[config.mk]
export PLATFORM = sky130hd
export DESIGN_NAME = ptmr_top
export DESIGN_NICKNAME = d
export VERILOG_FILES = /design/src/ptmr_pkg.sv /design/src/ptmr_tick_if.sv /design/src/ptmr_top.sv /design/src/ptmr_core.sv
export SDC_FILE = /design/constraint.sdc
export NUM_CORES = 1
export LEC_CHECK = 0
export BUFFER_PORTS_ARGS = -buffer_cell sky130_fd_sc_hd__buf_2
export CAP_MARGIN = 20
export CORE_ASPECT_RATIO = 1.75
export CORE_MARGIN = 2
export CORE_UTILIZATION = 50
export DETAILED_ROUTE_END_ITERATION = 7
export PLACE_DENSITY = 0.83
export SLEW_MARGIN = 20
export SYNTH_ARGS = -nofsm -noshare
export SYNTH_HDL_FRONTEND = slang
export SYNTH_SLANG_ARGS = --single-unit
[constraint.sdc]
create_clock -name clk -period 5.4 [get_ports clk]
set_input_delay 0.81 -clock clk [delete_from_list [all_inputs] [get_ports clk]]
set_output_delay 0.81 -clock clk [all_outputs]
set_load 0.05 [all_outputs]
[src/ptmr_pkg.sv]
// Constants and types for the pulse timer module
// Behaviour
// RULE1: Comparator route feeds channel 0 capture, frees pin
// RULE2: Clock source 1:1 selects external pin clock
// RULE3: Counter clock from bus, fixed or pin
// RULE4: Prescaler divides by powers of two to 128
// RULE5: 16-bit counter, up or up/down in center mode
// RULE6: Modulo bounds count; zero or all-ones free-runs
// RULE7: Reading count never disturbs counting
// RULE8: Any counter byte write clears counter
// RULE9: After reset timer disabled, pins inputs, pullups off
// RULE10: External clock synchronised to bus clock
// RULE11: External clock at most quarter bus rate
// RULE12: Clock-shared channel keeps software compare function
// RULE13: Software sets edge select 0:0 on clock pin
// RULE14: Timer-owned pin ignores port data and direction
// RULE15: Pin returns to port when unused
// RULE16: Channels configured independently
// RULE17: Center-aligned mode switches all channels together
// RULE18: Capture on rising, falling or either edge
// RULE19: Compare match sets, clears or toggles output
// RULE20: PWM polarity selectable per channel
// RULE21: One request per channel plus terminal count
// RULE22: Clock field 00 off, 01 bus, 10 fixed, 11 pin
// RULE23: Prescale field divides by two to field power
// RULE24: Overflow flag on wrap, or step down in center
// RULE25: Two channels, each with value and pin
package ptmr_pkg;
  localparam int          PTMR_NCH       = 2;
  localparam logic [1:0]  PTMR_CLK_OFF   = 2'h0;
  localparam logic [1:0]  PTMR_CLK_BUS   = 2'h1;
  localparam logic [1:0]  PTMR_CLK_FIXED = 2'h2;
  localparam logic [1:0]  PTMR_CLK_EXT   = 2'h3;
  localparam logic [1:0]  PTMR_MODE_CAP  = 2'h0;
  localparam logic [1:0]  PTMR_MODE_CMP  = 2'h1;
  localparam logic [15:0] PTMR_MOD_ZERO  = 16'h0000;
  localparam logic [15:0] PTMR_MOD_FULL  = 16'hffff;
  localparam logic [15:0] PTMR_CNT_RST   = 16'h0000;
  localparam logic [6:0]  PTMR_PS_RST    = 7'h00;
  localparam int          PTMR_BUS_MHZ   = 50;

  typedef enum logic [0:0] {
    PTMR_UP   = 1'b0,
    PTMR_DOWN = 1'b1
  } ptmr_dir_e;

  typedef struct packed {
    logic [2:0] ext_sync;
    logic [2:0] fix_sync;
    logic [6:0] ps_cnt;
    logic [15:0] cnt;
    ptmr_dir_e  dir;
    logic       ovf;
  } ptmr_core_s;
endpackage

[src/ptmr_tick_if.sv]
// Count tick and counter state shared with channel logic
`timescale 1ns/1ps
interface ptmr_tick_if;
  logic        tick;
  logic [15:0] cnt;
  logic        dir_down;
  logic        at_mod;
  modport core (output tick, output cnt, output dir_down, output at_mod);
  modport chan (input tick, input cnt, input dir_down, input at_mod);
endinterface

[src/ptmr_top.sv]
// Pulse timer module top: two channels around the counter core
`timescale 1ns/1ps
module ptmr_top (
  input  wire logic        clk,
  input  wire logic        reset,
  input  wire logic [1:0]  clock_source_field,
  input  wire logic [2:0]  prescale_select,
  input  wire logic        center_aligned_pwm,
  input  wire logic [15:0] counter_modulo_value,
  input  wire logic        cnt_write,
  input  wire logic        ovf_clear,
  input  wire logic        fixed_system_clock,
  input  wire logic        external_clock_input,
  input  wire logic        comparator_capture_route,
  input  wire logic        analog_comparator,
  input  wire logic [1:0]  ch_mode [2],
  input  wire logic [1:0]  channel_edge_level_select [2],
  input  wire logic [15:0] ch_value_wr [2],
  input  wire logic [1:0]  ch_value_we,
  input  wire logic [1:0]  ch_flag_clear,
  input  wire logic [1:0]  timer_channel_pin_in,
  input  wire logic [1:0]  port_data,
  input  wire logic [1:0]  port_dir,
  input  wire logic [1:0]  pullup_req,
  output      logic [1:0]  timer_channel_pin_out,
  output      logic [1:0]  timer_channel_pin_oe,
  output      logic [1:0]  pin_pullup_en,
  output      logic [15:0] timer_count_value,
  output      logic [15:0] ch_value_q [2],
  output      logic [1:0]  ch_flag,
  output      logic [1:0]  ch_irq,
  output      logic        overflow_flag,
  output      logic        ovf_irq
);
  typedef struct packed {
    logic [15:0] val;
    logic [15:0] buf_val;
    logic        buf_pend;
    logic        in_d;
    logic        out;
    logic        flag;
    logic        oe;
    logic        po;
    logic        pu;
  } ptmr_ch_s;

  ptmr_tick_if tk ();
  logic        ovf_w;
  logic [15:0] cnt_q;
  logic        ovf_q2;
  logic        oirq_q;

  ptmr_core u_core (
    .clk                  (clk),
    .reset                (reset),
    .clock_source_field   (clock_source_field),
    .prescale_select      (prescale_select),
    .center_aligned_pwm   (center_aligned_pwm),
    .counter_modulo_value (counter_modulo_value),
    .cnt_write            (cnt_write),
    .ovf_clear            (ovf_clear),
    .fixed_system_clock   (fixed_system_clock),
    .external_clock_input (external_clock_input),
    .ovf_q                (ovf_w),
    .tk                   (tk.core)
  );

  always_ff @(posedge clk or posedge reset) begin
    if (reset) begin
      cnt_q  <= ptmr_pkg::PTMR_CNT_RST;
      ovf_q2 <= 1'b0;
      oirq_q <= 1'b0;
    end else begin
      cnt_q  <= tk.cnt; // RULE7
      ovf_q2 <= ovf_w;
      oirq_q <= ovf_w; // RULE21
    end
  end
  assign timer_count_value = cnt_q;
  assign overflow_flag     = ovf_q2;
  assign ovf_irq           = oirq_q;

  // RULE16 RULE25
  for (genvar i = 0; i < ptmr_pkg::PTMR_NCH; i++) begin : g_ch
    ptmr_ch_s c_q;
    ptmr_ch_s c_d;
    logic     pin_in;
    logic     rise;
    logic     fall;
    logic     hit;
    logic     active;
    logic     pwm_lvl;
    logic     set_ev;

    always_comb begin
      c_d    = c_q;
      // Comparator replaces pin 0 as the capture source
      pin_in = (i == 0 && comparator_capture_route) ? analog_comparator
                                                    : timer_channel_pin_in[i]; // RULE1
      c_d.in_d = pin_in;
      rise   = pin_in & ~c_q.in_d;
      fall   = ~pin_in & c_q.in_d;
      hit    = (tk.cnt == c_q.val);
      active = (channel_edge_level_select[i] != 2'h0); // RULE13
      pwm_lvl = 1'b0;
      set_ev  = 1'b0;
      if (ch_value_we[i]) begin
        c_d.buf_val  = ch_value_wr[i];
        c_d.buf_pend = 1'b1;
      end
      if (center_aligned_pwm || ch_mode[i][1]) begin // RULE17
        // Buffered value loads at period boundary to avoid glitches
        if (c_q.buf_pend && tk.tick && (tk.at_mod || tk.cnt == 16'h0000)) begin
          c_d.val      = c_q.buf_val;
          c_d.buf_pend = ch_value_we[i];
        end
        pwm_lvl = center_aligned_pwm ? (tk.cnt < c_q.val) : (tk.cnt < c_q.val);
        // ELS 1:0 high-true, x:1 low-true
        c_d.out = channel_edge_level_select[i][0] ? ~pwm_lvl : pwm_lvl; // RULE20
        if (tk.tick && tk.at_mod) begin
          set_ev = 1'b1;
        end
      end else if (ch_mode[i] == ptmr_pkg::PTMR_MODE_CAP) begin
        if (ch_value_we[i]) begin
          c_d.val = ch_value_wr[i];
        end
        if ((channel_edge_level_select[i][0] && rise) ||
            (channel_edge_level_select[i][1] && fall)) begin // RULE18
          c_d.val  = tk.cnt;
          set_ev   = 1'b1;
        end
      end else begin
        if (ch_value_we[i]) begin
          c_d.val = ch_value_wr[i];
        end
        if (tk.tick && hit) begin // RULE12
          set_ev = 1'b1;
          case (channel_edge_level_select[i]) // RULE19
            2'h1:    c_d.out = ~c_q.out;
            2'h2:    c_d.out = 1'b0;
            2'h3:    c_d.out = 1'b1;
            default: c_d.out = c_q.out;
          endcase
        end
      end
      // New event wins over a clear in the same cycle
      if (ch_flag_clear[i]) begin
        c_d.flag = 1'b0;
      end
      if (set_ev) begin
        c_d.flag = 1'b1;
      end
      // Timer owns pin when outputting; pin is input when capturing or routed; port when unused
      if (active && (center_aligned_pwm || ch_mode[i] != ptmr_pkg::PTMR_MODE_CAP) &&
          !(i == 0 && comparator_capture_route)) begin // RULE14
        c_d.oe = 1'b1;
        c_d.po = c_d.out;
      end else if (active || (i == 0 && comparator_capture_route)) begin
        c_d.oe = 1'b0; // RULE1
        c_d.po = 1'b0;
      end else begin
        c_d.oe = port_dir[i]; // RULE15
        c_d.po = port_data[i];
      end
      c_d.pu = pullup_req[i] & ~c_d.oe;
    end

    always_ff @(posedge clk or posedge reset) begin
      if (reset) begin
        c_q <= '0; // RULE9
      end else begin
        c_q <= c_d;
      end
    end

    assign timer_channel_pin_out[i] = c_q.po;
    assign timer_channel_pin_oe[i]  = c_q.oe;
    assign pin_pullup_en[i]         = c_q.pu;
    assign ch_value_q[i]            = c_q.val;
    assign ch_flag[i]               = c_q.flag;
    assign ch_irq[i]                = c_q.flag; // RULE21
  end
endmodule // ptmr_top

[src/ptmr_core.sv]
// Clock select, prescaler, 16-bit counter and overflow flag
`timescale 1ns/1ps
module ptmr_core (
  input  wire logic        clk,
  input  wire logic        reset,
  input  wire logic [1:0]  clock_source_field,
  input  wire logic [2:0]  prescale_select,
  input  wire logic        center_aligned_pwm,
  input  wire logic [15:0] counter_modulo_value,
  input  wire logic        cnt_write,
  input  wire logic        ovf_clear,
  input  wire logic        fixed_system_clock,
  input  wire logic        external_clock_input,
  output      logic        ovf_q,
  ptmr_tick_if.core        tk
);
  ptmr_pkg::ptmr_core_s s_q;
  ptmr_pkg::ptmr_core_s s_d;
  logic                 src_tick;
  logic                 pre_tick;
  logic                 free_run;
  logic [6:0]           ps_mask;
  logic                 wrap;

  always_comb begin
    s_d = s_q;
    // Stage 0 feeds stage 1 only; edge logic looks at stages 1 and 2
    s_d.ext_sync = {s_q.ext_sync[1:0], external_clock_input}; // RULE10
    s_d.fix_sync = {s_q.fix_sync[1:0], fixed_system_clock};
    case (clock_source_field) // RULE3 RULE22
      ptmr_pkg::PTMR_CLK_BUS:   src_tick = 1'b1;
      ptmr_pkg::PTMR_CLK_FIXED: src_tick = s_q.fix_sync[1] & ~s_q.fix_sync[2];
      ptmr_pkg::PTMR_CLK_EXT:   src_tick = s_q.ext_sync[1] & ~s_q.ext_sync[2]; // RULE2
      default:                  src_tick = 1'b0;
    endcase
    ps_mask  = 7'((8'h01 << prescale_select) - 8'h01); // RULE4 RULE23
    pre_tick = src_tick && ((s_q.ps_cnt & ps_mask) == ps_mask);
    if (src_tick) begin
      s_d.ps_cnt = s_q.ps_cnt + 7'h01;
    end
    free_run = (counter_modulo_value == ptmr_pkg::PTMR_MOD_ZERO) ||
               (counter_modulo_value == ptmr_pkg::PTMR_MOD_FULL); // RULE6
    wrap = 1'b0;
    if (pre_tick) begin
      if (center_aligned_pwm) begin // RULE5
        if (s_q.dir == ptmr_pkg::PTMR_UP) begin
          if (!free_run && s_q.cnt >= counter_modulo_value) begin
            s_d.dir = ptmr_pkg::PTMR_DOWN;
            s_d.cnt = s_q.cnt - 16'h0001;
            wrap    = 1'b1; // RULE24
          end else begin
            s_d.cnt = s_q.cnt + 16'h0001;
          end
        end else if (s_q.cnt <= 16'h0001) begin
          s_d.dir = ptmr_pkg::PTMR_UP;
          s_d.cnt = s_q.cnt - 16'h0001;
          if (s_q.cnt == 16'h0000) begin
            s_d.cnt = 16'h0001;
          end
        end else begin
          s_d.cnt = s_q.cnt - 16'h0001;
        end
      end else begin
        s_d.dir = ptmr_pkg::PTMR_UP;
        if (!free_run && s_q.cnt >= counter_modulo_value) begin
          s_d.cnt = ptmr_pkg::PTMR_CNT_RST;
          wrap    = 1'b1; // RULE24
        end else begin
          s_d.cnt = s_q.cnt + 16'h0001;
          wrap    = (s_q.cnt == 16'hffff);
        end
      end
    end
    if (cnt_write) begin // RULE8
      s_d.cnt    = ptmr_pkg::PTMR_CNT_RST;
      s_d.dir    = ptmr_pkg::PTMR_UP;
      s_d.ps_cnt = ptmr_pkg::PTMR_PS_RST;
    end
    // New overflow wins over a clear in the same cycle
    if (ovf_clear) begin
      s_d.ovf = 1'b0;
    end
    if (wrap) begin
      s_d.ovf = 1'b1; // RULE24
    end
  end

  always_ff @(posedge clk or posedge reset) begin
    if (reset) begin
      s_q <= '0; // RULE9
    end else begin
      s_q <= s_d;
    end
  end

  assign ovf_q       = s_q.ovf;
  assign tk.tick     = pre_tick;
  assign tk.cnt      = s_q.cnt; // RULE7
  assign tk.dir_down = (s_q.dir == ptmr_pkg::PTMR_DOWN);
  assign tk.at_mod   = (s_q.cnt == counter_modulo_value);
endmodule // ptmr_core

### Word level (Yosys, flattened, before mapping)

Cells that the tools add are included.

| storage, ports and cells | value |
|---|---|
| register bits after elaboration | 126 |
| ROM bits | 0 |
| bits in writable memories | 0 |
| memories kept | 0 |
| input bits | 82 |
| output and inout bits | 60 |
| latch bits | 0 |

| cells by class | value |
|---|---|
| reduce and logical (&&, ||, !) cells | 40 |
| order comparisons | 4 |
| multiply operators | 0 |
| muxes and demuxes | 62 |
| shift operators | 1 |
| equality and inequality tests | 17 |
| div/mod/pow operators | 0 |
| add/subtract/negate cells | 4 |
| bitwise logic cells | 21 |

Operators by type and width:

| kind | count |
|---|---|
| 2-to-1 mux 16 bit | 14 |
| 2-to-1 mux 17 bit | 3 |
| equality test 16 bit | 3 |
| 2-to-1 mux 1 bit | 36 |
| equality test 16 bit (second input constant) | 2 |
| logical NOT 16 bit | 2 |
| less-than comparator 16 bit | 2 |
| 2-to-1 mux 24 bit | 1 |
| nonzero test 2 bit | 9 |
| adder 16 x 1 -> 16 bit (second input constant) | 1 |
| greater-or-equal comparator 16 bit | 1 |
| <= comparator 16 x 1 -> 1 bit (second input constant) | 1 |
| logical AND 1 bit | 16 |
| subtractor 16 x 1 -> 16 bit (second input constant) | 1 |
| equality test 2 bit (second input constant) | 6 |
| NOT 1 bit | 12 |
| logical OR 1 bit | 9 |
| case mux 1 bit (3 select lines) | 3 |
| bitwise AND 1 bit | 8 |
| 2-to-1 mux 2 bit | 4 |
| adder 7 x 1 -> 7 bit (second input constant) | 1 |
| bitwise AND 7 bit | 1 |
| equality test 7 bit | 1 |
| 2-to-1 mux 7 bit | 1 |
| 6 further kinds | 11 |

### Depth between registers and ports, before layout

| logic depth | value |
|---|---|
| depth after elaboration | 12 |
| mapped depth | 13 |
| depth with buffers taken out | 10 |

### Cells and area by module

From an unflattened synthesis, not the netlist that was laid out.

| unflattened totals | value |
|---|---|
| cell total of the unflattened synthesis | 928 |
| area total of the unflattened synthesis | 8,456.9 µm² |

By module, submodules not included:

| module | cells an instance | area an instance (µm²) | instances |
|---|---|---|---|
| ptmr_top | 575 | 5,592.9 | 1 |
| ptmr_core | 353 | 2,864.0 | 1 |

### Worst setup path after synthesis

Ideal clock, no wire load.

| timing path | value |
|---|---|
| kind | input to register |
| start | input port prescale_select[2] |
| end | register g_ch[1].c_q, in the netlist timer_channel_pin_out[1] |
| setup time | 0.134 ns |
| arrival time | 3.170 ns |
| data required time | 5.266 ns |
| cell stages on the path | 10 |
| path buffers | 1 |
| setup slack | 2.096 ns |
| cell sequence | buf_6 > or3_1 > ha_1 > or4bb_1 > a31oi_1 > nor4b_4 > nand3_1 > mux2_2 > nor4_1 > o41ai_1 |

RTL lines:

| element | line | source |
|---|---|---|
| start, declared | ptmr_top.sv:7 | `input wire logic [2:0] prescale_select,` |
| end signal, assigned | ptmr_top.sv:170 | `c_q <= '0;` |
| end signal, assigned | ptmr_top.sv:172 | `c_q <= c_d;` |
| end, declared | ptmr_top.sv:85 | `ptmr_ch_s c_q;` |

### Worst setup path after layout

| timing path | value |
|---|---|
| start | register u_core.s_q, in the netlist u_core.tk.cnt[3] |
| end | register u_core.s_q, in the netlist u_core.tk.cnt[8] |

| on the way | value |
|---|---|
| cells in the longest elaborated chain, start to end | 7 |

RTL lines:

| element | line | source |
|---|---|---|
| start, declared | ptmr_core.sv:17 | `ptmr_pkg::ptmr_core_s s_q;` |
| start signal, assigned | ptmr_core.sv:90 | `s_q <= '0;` |
| start signal, assigned | ptmr_core.sv:92 | `s_q <= s_d;` |
| subtractor 16 x 1 -> 16 bit, or another cell as far along | ptmr_core.sv:49, ptmr_core.sv:56, ptmr_core.sv:61 |  |
| 2-to-1 mux 16 bit or logical AND 1 bit (tied branches) | ptmr_core.sv:57, ptmr_core.sv:47, ptmr_core.sv:65 |  |
| 2-to-1 mux 16 bit, on equally long branches | ptmr_core.sv:54, ptmr_core.sv:47 |  |
| 2-to-1 mux 17 bit | ptmr_core.sv:46 | `if (s_q.dir == ptmr_pkg::PTMR_UP) begin` |
| 2-to-1 mux 17 bit * | ptmr_core.sv:45 | `if (center_aligned_pwm) begin` |
| 2-to-1 mux 17 bit * | ptmr_core.sv:44 | `if (pre_tick) begin` |
| 2-to-1 mux 24 bit * | ptmr_core.sv:74 | `if (cnt_write) begin` |

Every way passes the cells marked *; elsewhere a longest branch is shown, timed or not. The select of a mux whose other input is x is not followed.
A chain may end at the register's enable or synchronous reset.

==> results.md <==
* Leading cell type in the layout, fill and taps excluded: buf_2
* Final Power at 2.84 mW
* Synth Area in Compound Gates at 0.175
* Iter 0 DRT Violations at 567
* Post-synth top flop: dfrtp_1
* Mux share of post-synthesis cell area at 0.0942
* Layout cells sized above 1 at 0.220
* Worst slew pin tran at 1020 ps
* VDD IR max at 0.198 mV
* Post-CTS resize count at 0
* Most frequent cells in the layout: buf_2 (141), dfrtp_1 (126), nand2_1 (84)
* Fin Clk Skew at 11.3 ps
* CTS Hold Bufs at 0
* Largest stage delay, worst path at 850 ps
* Max-Cap Viols at 0
* Worst Setup SP: u_core.tk.cnt[3]
* Post-route insts no fill at 1222
* Gpl congestion at 0.917
* Grt total ovfl at 0
* Critical Path Start Type: flop
* Post-CTS Setup Bufs at 0
* Dpl ws at 1150 ps
* Chip Height at 175 um
* Leakage power at 4.78 nW
* CP Buf/Inv Count at 0
* #FFs+latches synth at 126
* Crit path max fanout at 16
* Cell area after synthesis at 8320 um2
* Setup repair after global routing missed its margin: false
* Ant diodes at 0
* Final setup violation count at 0
* Post-layout util at 0.576
* DRC at 0
* Layout net count at 1120
* CP cell instances: ha_1 > nand4_1 > nor3_1 > o31a_1 > o41a_1 > nor3_2 > a221oi_1 > a31oi_1
* # fillers at 1420
* Vias in the first global route at 7327
* Sinks on Clock Net at 126
* Num CTS Buffers at 17
* Synth Instances at 908
* Vias/cell at 5.85
* Post-DR wirelength/cell at 17.8 um
* Worst min path class: flop to flop
* Setup TNS at 0 ps
* Crit end category: flop
* Post-synth EDFFs at 0
* Max Freq at 277 MHz
* Post-route ant nets at 0
* Area share of and/or/nand/nor cells after synthesis at 0.156
* Largest net degree at the start of global routing at 51
* Htree depth at 4
* HP Start: u_core.s_d[26]
* Area Overhead vs Synth at 13.2%
* Global Route Usage Sum at 0.254
* Register area share after synthesis at 0.379
* Ys async rst share at 1.00
* Setup slack, reg-to-reg at 1790 ps
* Root Buffer: clkbuf_16
* Port Buffers at 141
* Reg2Reg Launch Point: u_core.tk.cnt[3]
* WL final at 21700 um
* Req. time, crit path at 5740 ps
* DPL Wire Length at 15900 um
* CP Class: flop to flop
* CP max-delay cell: dfrtp_1
* Inst Count DP at 1189
* DR vias at 7145
* Initial core utilization at 0.509
* Max Root-Sink Buffers at 2
* DIE AREA at 17700 um2
* Adder and majority gate portion of the synthesized area at 0.0797
* Cell variety after synth at 72
* WP data arrival at 3950 ps
* Global-route wire length before repair at 35400 um
* Fin. max-slew vios at 0
* Drt first pass iters at 5
* Cell Pwr Density at 302 nW/um2
* CTS tree: done
* Setup WS post-layout at 1790 ps
* Period minus WS final at 3610 ps
* Final Cycle Share at 0.669
* Syn Nets at 1043
* Final Hold Vio Count at 0
* Status: complete, no violations
* Slew Limit Headroom at 0.317
* XOR/XNOR share of the synthesized area at 0.00947
* Clock slew at reported path FFs at 60 ps
* Initial antenna violation count at 0
* Top cell family by delay on the critical path: compound AO/OA/AOI/OAI gates
* Core area at 16400 um2
* Worst skew pair latency at 420 ps
* Yosys warnings at 0
* Largest family of logic cells by synthesized area: compound AO/OA/AOI/OAI gates
* Chip Width at 102 um
* # rows at 62
* Syn_area_per_cell at 9.17 um2
* Io pins at 142
power breakdown:
part / internal, mW / switching [mW]
clock network: 0.739 / 0.440
registers: 1.02 / 0.0646
logic: 0.182 / 0.395
total: 1.94 / 0.899
kinds of logic (layout without fill, tap and decap cells):
| logic type | after synthesis | in the layout |
|---|---|---|
| fa+ha+maj | 53 | 53 |
| simple gates | 250 | 250 |
| buf+inv | 174 | 264 |
| xor+xnor | 9 | 9 |
| mux | 76 | 76 |
| flops | 126 | 126 |
| compound gates | 220 | 220 |
worst register-to-register path, cell delays in order (launching register included):
cell      delay (ps)
dfrtp_1          850
ha_1             410
nand4_1          140
nor3_1            60
o31a_1           280
o41a_1           560
nor3_2           810
a221oi_1         220
a31oi_1          200
layer usage:
layer  share of wire  wire (um)  vias up  GRT usage
li1                -          -     3369          -
met1            0.36       7790     3423      0.270
met2            0.53      11500      254      0.446
met3           0.048       1030       99     0.0476
met4           0.064       1380        0      0.164
met5               0          0        -          0
cell usage after synthesis (all sizes together), types with 5 or more instances:
master / instances / share of area
or3: 5 / 0.0038
o21ai: 85 / 0.051
nor3: 24 / 0.016
buf: 61 / 0.056
a21oi: 22 / 0.013
nor2: 43 / 0.019
xor2: 5 / 0.0053
mux2i: 57 / 0.069
inv: 81 / 0.037
nand2b: 5 / 0.0038
dfrtp: 126 / 0.38
nand2: 84 / 0.038
a221oi: 11 / 0.012
mux2: 19 / 0.026
nand3: 20 / 0.012
a31oi: 6 / 0.0045
a211oi: 8 / 0.0087
nor2b: 12 / 0.0090
ha: 53 / 0.080
a21o: 17 / 0.015
nand4: 18 / 0.014
clkbuf: 32 / 0.014
o211ai: 34 / 0.031
nor4: 13 / 0.012
registers in the layout (all words and copies together) (netlist names), 2 cells and up:
signal	cells
u_core.s_d	4
timer_channel_pin_out	2
ch_value_q	32
ch_flag	2
u_core.tk.cnt	16
g_ch.c_q	38
timer_count_value	16
u_core.s_q	9
timer_channel_pin_oe	2
pin_pullup_en	2
final timing paths:
kind                            depth (start not counted)                    end
worst max-delay path                                    8       u_core.tk.cnt[8]
max in group asynchronous                               3        g_ch[1].c_q[12]
worst min register to register                          0         u_core.s_d[27]
min in group asynchronous                               2  timer_count_value[14]
worst max register to register                          8       u_core.tk.cnt[8]
worst min-delay path                                    0         u_core.s_d[27]
layout make-up:
cell class              count  area (um2)  area share
clock buffers              19         443      0.0470
clock inverters            13         164      0.0174
inverters                  81         307      0.0325
multi-input cells         608        4290       0.455
flip-flops and latches    126        3150       0.335
well taps                 224         280      0.0298
repair buffers            151         785      0.0833
through the flow:
step                      hold WS [ps]  cell area, um2
after floorplan                    331            8320
after global placement             334            8800
after detailed placement           338            8800
after CTS                          351            9400
after global routing               365            9420
final                              349            9420
No activity file was read; power rests on OpenSTA's default activity.
